`config.mk`:
```
export PLATFORM = sky130hd
export DESIGN_NAME = acspi_port
export DESIGN_NICKNAME = d
export VERILOG_FILES = /design/src/acspi_pkg.sv /design/src/acspi_sync.sv /design/src/acspi_port.sv
export VERILOG_INCLUDE_DIRS = /design/src
export SDC_FILE = /design/constraint.sdc
export NUM_CORES = 1
export LEC_CHECK = 0
export ABC_AREA = 0
export BUFFER_PORTS_ARGS = -buffer_cell sky130_fd_sc_hd__buf_2
export CAP_MARGIN = 5
export CORE_MARGIN = 4
export CORE_UTILIZATION = 51
export CTS_CLUSTER_SIZE = 16
export DETAILED_ROUTE_END_ITERATION = 16
export PLACE_DENSITY = 0.71
export RECOVER_POWER = 25
export SLEW_MARGIN = 20
export SYNTH_ARGS = -nofsm -noshare
export SYNTH_HDL_FRONTEND = slang
export SYNTH_SLANG_ARGS = --single-unit
```
`constraint.sdc`:
```
create_clock -name clock -period 21.1 [get_ports clock]
set_input_delay 2.11 -clock clock [delete_from_list [all_inputs] [get_ports clock]]
set_output_delay 2.11 -clock clock [all_outputs]
set_load 0.1 [all_outputs]
```
`src/acspi_defs.svh`:
```
// Constants for the accelerometer serial command port.
// Assumes inclusion by bare name from the package and modules.
`ifndef ACSPI_DEFS_SVH
`define ACSPI_DEFS_SVH
// ----------------------------------------
// Instructions
// ----------------------------------------
`define ACSPI_INS_ACCEL    8'h50
`define ACSPI_INS_TEMP     8'h54
`define ACSPI_INS_ADV4     8'h58
`define ACSPI_INS_ADV8     8'h78
`define ACSPI_INS_ADV2     8'h7C
// ----------------------------------------
// Argument lengths in bytes
// ----------------------------------------
`define ACSPI_LEN2         4'h2
`define ACSPI_LEN4         4'h4
`define ACSPI_LEN8         4'h8
// ----------------------------------------
// Frame layout and timing
// ----------------------------------------
`define ACSPI_NEW_BIT      7
`define ACSPI_INTEG_BIT    6
`define ACSPI_BASE_RATE_HZ 1900
`define ACSPI_CLK_HZ       250000000
`define ACSPI_BASE_CYCLES  (`ACSPI_CLK_HZ / `ACSPI_BASE_RATE_HZ)
`define ACSPI_STARTUP_CYC  64
`endif

```
`src/acspi_pkg.sv`:
```
// Types for the accelerometer serial command port.
// Assumes acspi_defs.svh is on the include path.
`include "acspi_defs.svh"
package acspi_pkg;
  typedef enum logic [1:0] {
    ACSPI_IDLE = 2'b00,
    ACSPI_INS  = 2'b01,
    ACSPI_ARG  = 2'b11,
    ACSPI_SKIP = 2'b10
  } acspi_state_e;

  typedef struct packed {
    logic [23:0] gravitySample;
    logic        newSampleFlag;
    logic        integrityFlag;
  } acspi_sample_s;
endpackage : acspi_pkg

```
`src/acspi_sync.sv`:
```
// Two-flop synchroniser bank for the serial pins.
// Assumes inputs are asynchronous to clock.
module acspi_sync #(
  parameter int W = 3
) (
  input  wire logic         clock,
  input  wire logic         rst,
  input  wire logic [W-1:0] async,
  output logic      [W-1:0] synced
);
  logic [W-1:0] meta;

  always_ff @(posedge clock or posedge rst) begin
    if (rst) begin
      meta   <= '0;
      synced <= '0;
    end else begin
      meta   <= async;
      synced <= meta;
    end
  end
endmodule : acspi_sync

```
`src/acspi_port.sv`:
```
// Serial slave command port of a single-axis accelerometer.
// Assumes the host master drives the link pins; sample source is on clock.
// Operation
// - Slave only, clock idles low, data sampled on rising edge.
// - Output released whenever select is high.
// - Frame is one instruction byte then 2, 4 or 8 argument bytes.
// - 0x50 reads acceleration over four bytes; 0x54 reads temperature over two.
// - 0x58 takes four bytes, 0x78 eight, 0x7C two.
// - Acceleration answer is 32 bits: 24-bit sample, two status bits, then six zero bits.
// - Sample is signed two's complement.
// - Compensated sample counts one millionth of g per lsb.
// - Uncompensated sample delivered when compensation is off.
// - New-sample flag set on new sample, held until sample read.
// - Integrity bit mirrors integrity pin, refreshed each output sample.
// - Link and loop health continuously checked into integrity status.
// - Start-up check of digital blocks before normal operation; the code only waits STARTUP_CYC clocks and checks nothing.
// - Health status updates together with each new sample.
// - Select is active low; port responds only while low.
// - Data-ready pin pulses once per new sample.
// - Integrity pin high when healthy, low otherwise.
// - Sample rate is 1900 Hz over divider plus one.
module acspi_port
  import acspi_pkg::*;
#(
  parameter int BASE_CYCLES = `ACSPI_BASE_CYCLES,
  parameter int STARTUP_CYC = `ACSPI_STARTUP_CYC
) (
  input  wire logic        clock,
  input  wire logic        rst,
  input  wire logic        sclk,
  input  wire logic        mosi,
  input  wire logic        selectN,
  output logic             miso,
  output logic             misoOeN,
  input  wire logic [23:0] compSample,
  input  wire logic [23:0] rawSample,
  input  wire logic        compEnable,
  input  wire logic        loopHealthy,
  input  wire logic [13:0] tempWord,
  input  wire logic [5:0]  rate_divider_value,
  output logic             dataReady,
  output logic             integrityPin,
  output logic [7:0]       advInstr,
  output logic [63:0]      advArg,
  output logic             advValid,
  output logic             advShortFrame
);
  // ----------------------------------------
  // Pin synchronisers
  // ----------------------------------------
  logic [2:0] pinSync;
  acspi_sync #(.W(3)) uSync (
    .clock  (clock),
    .rst    (rst),
    .async  ({sclk, mosi, ~selectN}),
    .synced (pinSync)
  );
  wire sclkS   = pinSync[2];
  wire mosiS   = pinSync[1];
  // Select travels inverted so reset reads as deselected, miso released
  wire selNS   = ~pinSync[0];
  logic sclkD;
  wire  rise   = sclkS & ~sclkD;
  wire  fall   = ~sclkS & sclkD;
  wire  active = ~selNS;

  // ----------------------------------------
  // Sample timing and health
  // ----------------------------------------
  logic [31:0]   rateCnt;
  logic [7:0]    startCnt;
  logic          startDone;
  logic          linkError;
  acspi_sample_s sample;
  wire [31:0] period  = BASE_CYCLES * (32'(rate_divider_value) + 32'd1);
  wire        tick    = startDone && (rateCnt >= period - 32'd1);
  wire        healthy = startDone & loopHealthy & ~linkError;
  logic       readDone;

  always_ff @(posedge clock or posedge rst) begin
    if (rst) begin
      startCnt  <= '0;
      startDone <= 1'b0;
    end else if (!startDone) begin
      startCnt  <= startCnt + 8'd1;
      startDone <= (startCnt == 8'(STARTUP_CYC - 1));
    end
  end

  always_ff @(posedge clock or posedge rst) begin
    if (rst) rateCnt <= '0;
    else if (tick || !startDone) rateCnt <= '0;
    else rateCnt <= rateCnt + 32'd1;
  end

  always_ff @(posedge clock or posedge rst) begin
    if (rst) begin
      sample       <= '0;
      dataReady    <= 1'b0;
      integrityPin <= 1'b0;
    end else begin
      dataReady <= tick;
      if (tick) begin
        sample.gravitySample <= compEnable ? compSample : rawSample;
        sample.integrityFlag <= healthy;
        integrityPin         <= healthy;
      end
      // New sample wins over a read that completes in the same cycle
      if (tick) sample.newSampleFlag <= 1'b1;
      else if (readDone) sample.newSampleFlag <= 1'b0;
    end
  end

  // ----------------------------------------
  // Frame engine
  // ----------------------------------------
  acspi_state_e state;
  logic [7:0]   shiftIn;
  logic [2:0]   bitCnt;
  logic [3:0]   byteCnt;
  logic [3:0]   argLen;
  logic [7:0]   instr;
  logic [63:0]  argShift;
  logic [31:0]  txShift;
  wire  [7:0]   rxByte = {shiftIn[6:0], mosiS};
  wire          byteEnd = rise && bitCnt == 3'd7;

  logic [3:0] decLen;
  logic       decOk;
  always_comb begin
    decOk = 1'b1;
    unique case (rxByte)
      `ACSPI_INS_ACCEL: decLen = `ACSPI_LEN4;
      `ACSPI_INS_TEMP:  decLen = `ACSPI_LEN2;
      `ACSPI_INS_ADV4:  decLen = `ACSPI_LEN4;
      `ACSPI_INS_ADV8:  decLen = `ACSPI_LEN8;
      `ACSPI_INS_ADV2:  decLen = `ACSPI_LEN2;
      default: begin
        decLen = 4'h0;
        decOk  = 1'b0;
      end
    endcase
  end

  wire [31:0] accelFrame = {sample.gravitySample, sample.newSampleFlag,
                            sample.integrityFlag, 6'h00};
  wire [31:0] tempFrame  = {2'b00, tempWord, 16'h0000};
  wire        frameDone  = state == ACSPI_ARG && byteEnd && byteCnt == argLen - 4'd1;

  always_ff @(posedge clock or posedge rst) begin
    if (rst) begin
      state    <= ACSPI_IDLE;
      sclkD    <= 1'b0;
      shiftIn  <= '0;
      bitCnt   <= '0;
      byteCnt  <= '0;
      argLen   <= '0;
      instr    <= '0;
      argShift <= '0;
      txShift  <= '0;
      miso     <= 1'b0;
      readDone <= 1'b0;
      linkError <= 1'b0;
      advInstr <= '0;
      advArg   <= '0;
      advValid <= 1'b0;
      advShortFrame <= 1'b0;
    end else begin
      sclkD    <= sclkS;
      readDone <= 1'b0;
      advValid <= 1'b0;
      if (!active) begin
        // Frame aborted inside its argument counts as a link fault
        if (state == ACSPI_ARG) linkError <= 1'b1;
        state   <= ACSPI_IDLE;
        bitCnt  <= '0;
        byteCnt <= '0;
        miso    <= 1'b0;
      end else begin
        if (state == ACSPI_IDLE) state <= ACSPI_INS;
        if (rise) begin
          shiftIn <= rxByte;
          bitCnt  <= bitCnt + 3'd1;
          if (state == ACSPI_ARG) argShift <= {argShift[62:0], mosiS};
        end
        if (fall && state == ACSPI_ARG) begin
          miso    <= txShift[31];
          txShift <= {txShift[30:0], 1'b0};
        end
        if (byteEnd && state == ACSPI_INS) begin
          instr   <= rxByte;
          // Stale bits of a longer frame must not leak into a short one
          argShift <= '0;
          argLen  <= decLen;
          byteCnt <= '0;
          state   <= decOk ? ACSPI_ARG : ACSPI_SKIP;
          linkError <= ~decOk;
          txShift <= (rxByte == `ACSPI_INS_TEMP) ? tempFrame : accelFrame;
          // First argument bit must be valid before the first rising edge
          miso    <= (rxByte == `ACSPI_INS_TEMP) ? tempFrame[31] : accelFrame[31];
        end else if (byteEnd && state == ACSPI_ARG) begin
          byteCnt <= byteCnt + 4'd1;
        end
        if (fall && state == ACSPI_INS && bitCnt == 3'd0 && byteCnt == 4'd0) begin
          miso    <= txShift[31];
        end
        if (frameDone) begin
          state     <= ACSPI_SKIP;
          linkError <= 1'b0;
          readDone  <= (instr == `ACSPI_INS_ACCEL);
          advValid  <= (instr != `ACSPI_INS_ACCEL) && (instr != `ACSPI_INS_TEMP);
          advInstr  <= instr;
          advArg    <= {argShift[62:0], mosiS};
          advShortFrame <= (argLen != `ACSPI_LEN8);
        end
      end
    end
  end

  assign misoOeN = selNS;
endmodule : acspi_port

```
==> results.yml <==
worst_setup_path:
  rr_startpoint: "bitCnt[0]"
  ff2ff_setup_slack_ns: 15.76
  setup.worst_path.start: "rate_divider_value[0]"
  cp.arrival_ns: 10.49
  cp.depth: 31
  regToRegEndpoint: "byteCnt[1]"
  endpoint_kind: "flop"
  worstSetupPathType: "in2reg"
  path_delay_family: "adder cells"
  critical_path_peak_fanout: 20
  timing.critical_path.mode_cell: "inv_1"
  worstSetupEndpoint: "rateCnt[15]"
  max_stage_delay_ns: 0.71
  required_ns: 21.50
  cp-start-kind: "input pin"
  slowest_stage: "fa_1"
  critPathBufInv: 7
  reg2regPathDepth: 6
place:
  port_buffers: 152
  place_congestion: 0.880
  placed_cells_incl_taps: 1842
  hpwl_um: 20600
hold_path:
  min_from: "uSync.meta[0]"
  hp-class: "reg2reg"
logic_synthesis:
  ys_ff_latch: 268
  syn_nets: 1540
  synth_top_area_frac: 0.474
  synth_edf_count: 0
  synth_commonest_cells: "268 x dfrtp_1, 231 x nand2_1, 140 x mux2_2"
  netlist_area_um2: 14100
  synth_ff_type: "dfrtp_1"
  synth_top_area_cell: "dfrtp_1"
  synthTopCellsByArea: "dfrtp_1 47%, mux2_2 11%, ha_1 7.1%, nand2_1 6.1%, xnor2_1 3.3%"
  ys_types: 66
  synthArstFlopShare: 1.00
  synth.most_common_cell: "dfrtp_1"
  ys_seq_area_frac: 0.474
  syn_area_per_cell_um2: 10.3
  netlist_instances: 1367
  ys_warn_count: 0
timing:
  worst_slew_pin_slew_ns: 6.36
  max_freq_mhz: 99.1
  drv_slew: 374
  fin_crit_ns: 10.09
  report.final.hold_viol_count: 0
  setup_viol: 0
  finClkSkew_ns: 0.0191
  fin_crit_sh: 0.478
  slew_headroom: -3.27
  rsz0062_at_grt: "false"
  fin_setup_tns_ns: 0
floorplanning:
  core-area_um2: 27100
  die_h_um: 174
  initial_core_util: 0.522
  die-area_um2: 30400
  die_x_um: 174
  core.rowCount: 60
  io_pins: 153
clock_network:
  clock_sink_count: 268
  numCtsBuffers: 29
  htree_num_levels: 1
  clk_latency_ns: 0.54
  postCtsSetupBuffers: 0
  root_buffer: "clkbuf_16"
  tritoncts: "done"
  clkTransAtPathRegs_ns: 0.06
  cts_resized: 0
  clockBufferDepth: 3
  cts_hold_buf: 0
status:
  run_status: "complete, but fails checks"
  failed_checks: "max-capacitance violations, max-slew violations"
power_and_ir_drop:
  leakagePower_uw: 0.00831
  power_uw: 1470
  max-vdd-ir-drop_mv: 0.0656
  p_per_area_nw_per_um2: 91.1
detailed_routing:
  avgViaCountPerCell: 5.37
  drt_iter0_drc: 697
  postRouteAntennaNets: 0
  vias: 10200
  wl_per_cell_um: 15.5
  drtPass1Iterations: 5
  drc: 0
  finalWirelength_um: 29400
global_routing:
  grt_pass1_wl_um: 50200
  track_usage: 0.192
  grt_overflow: 0
  use_met3: 0.0254
  grt_util_met2: 0.322
  antenna_found_initial: 0
  grt_max_degree: 150
  use_met1: 0.269
  grt-busiest-layer: "met2"
  grt_pass1_vias: 10100
layout:
  final_nets: 1674
  antenna_cells: 0
  layout.cells.non_filler: 1893
  drive_gt1_frac: 0.236
  area_delta_synth_final_pct: 14.2
flow_run:
  cap_violations: 4
flip-flops by register name (all words and copies together), names as in the netlist:
name,cells
uSync.meta,3
uSync.synced,3
byteCnt,4
readDone,1
sclkD,1
startCnt,8
bitCnt,3
argShift,63
shiftIn,7
advInstr,8
advValid,1
dataReady,1
miso,1
txShift,26
startDone,1
rateCnt,32
linkError,1
advArg,64
argLen,3
instr,8
state,2
accelFrame,26
advShortFrame,1
layer usage:
metal / up-vias / wire (µm)
li1: 4950 / -
met1: 4959 / 13500
met2: 209 / 14200
met3: 42 / 1230
met4: 0 / 569
met5: - / 0
logic make-up after synthesis:
logic type	Yosys count	share of synthesized area
fa+ha+maj	98	0.0963
flops	268	0.474
simple gates	497	0.160
mux	143	0.114
buf+inv	114	0.0314
xor+xnor	83	0.0520
compound gates	164	0.0726
cells in the final DEF (no fill, tap or decap), types with 5 or more instances in the layout:
cell type,instances
o21ai_0,37
clkbuf_8,6
and2_1,5
clkbuf_1,15
nor2_1,82
o211ai_1,6
xnor2_1,54
ha_1,80
a21o_1,19
nand4_1,22
o21a_1,5
and3_1,21
buf_4,6
mux2_2,140
buf_2,152
fa_1,18
nor2b_1,6
xor2_1,28
inv_1,53
dfrtp_1,268
nand3_1,82
a21oi_1,64
clkbuf_16,29
nor3_1,17
nand2_1,231
metrics by stage:
step	cell area, µm²	hold WS, ns	setup WS [ns]	util
after floorplan	14100	0.331	11.61	-
after global placement	15200	0.334	10.75	0.562
after detailed placement	15200	0.336	10.53	0.562
after CTS	16200	0.349	11.01	0.596
after global routing	16100	0.360	10.28	0.596
final	16100	0.348	11.01	0.596
worst min path at each step:
stage	endpoint	slack (ns)	depth (start not counted)
3_5_place_dp	uSync.synced[2]	0.34	0
6_report	uSync.synced[0]	0.35	0
2_1_floorplan	uSync.synced[0]	0.33	0
4_1_cts	uSync.synced[0]	0.35	0
5_1_grt	uSync.synced[1]	0.36	0
3_3_place_gp	uSync.synced[1]	0.33	0
final cells by class:
class | instances | area (µm²)
clock buffers | 46 | 850
inverters | 55 | 208
multi-input cells | 985 | 7010
repair buffers | 162 | 821
flip-flops and latches | 268 | 6710
clock inverters | 5 | 85.1
fillers | 2266 | 11000
well taps | 372 | 465
where the power goes:
group	total (µW)	internal, µW	switching [µW]
logic	449	186	262
registers	530	521	9.24
clock network	492	298	194
total	1470	1010	466
Power figures use the tool's default switching activity.
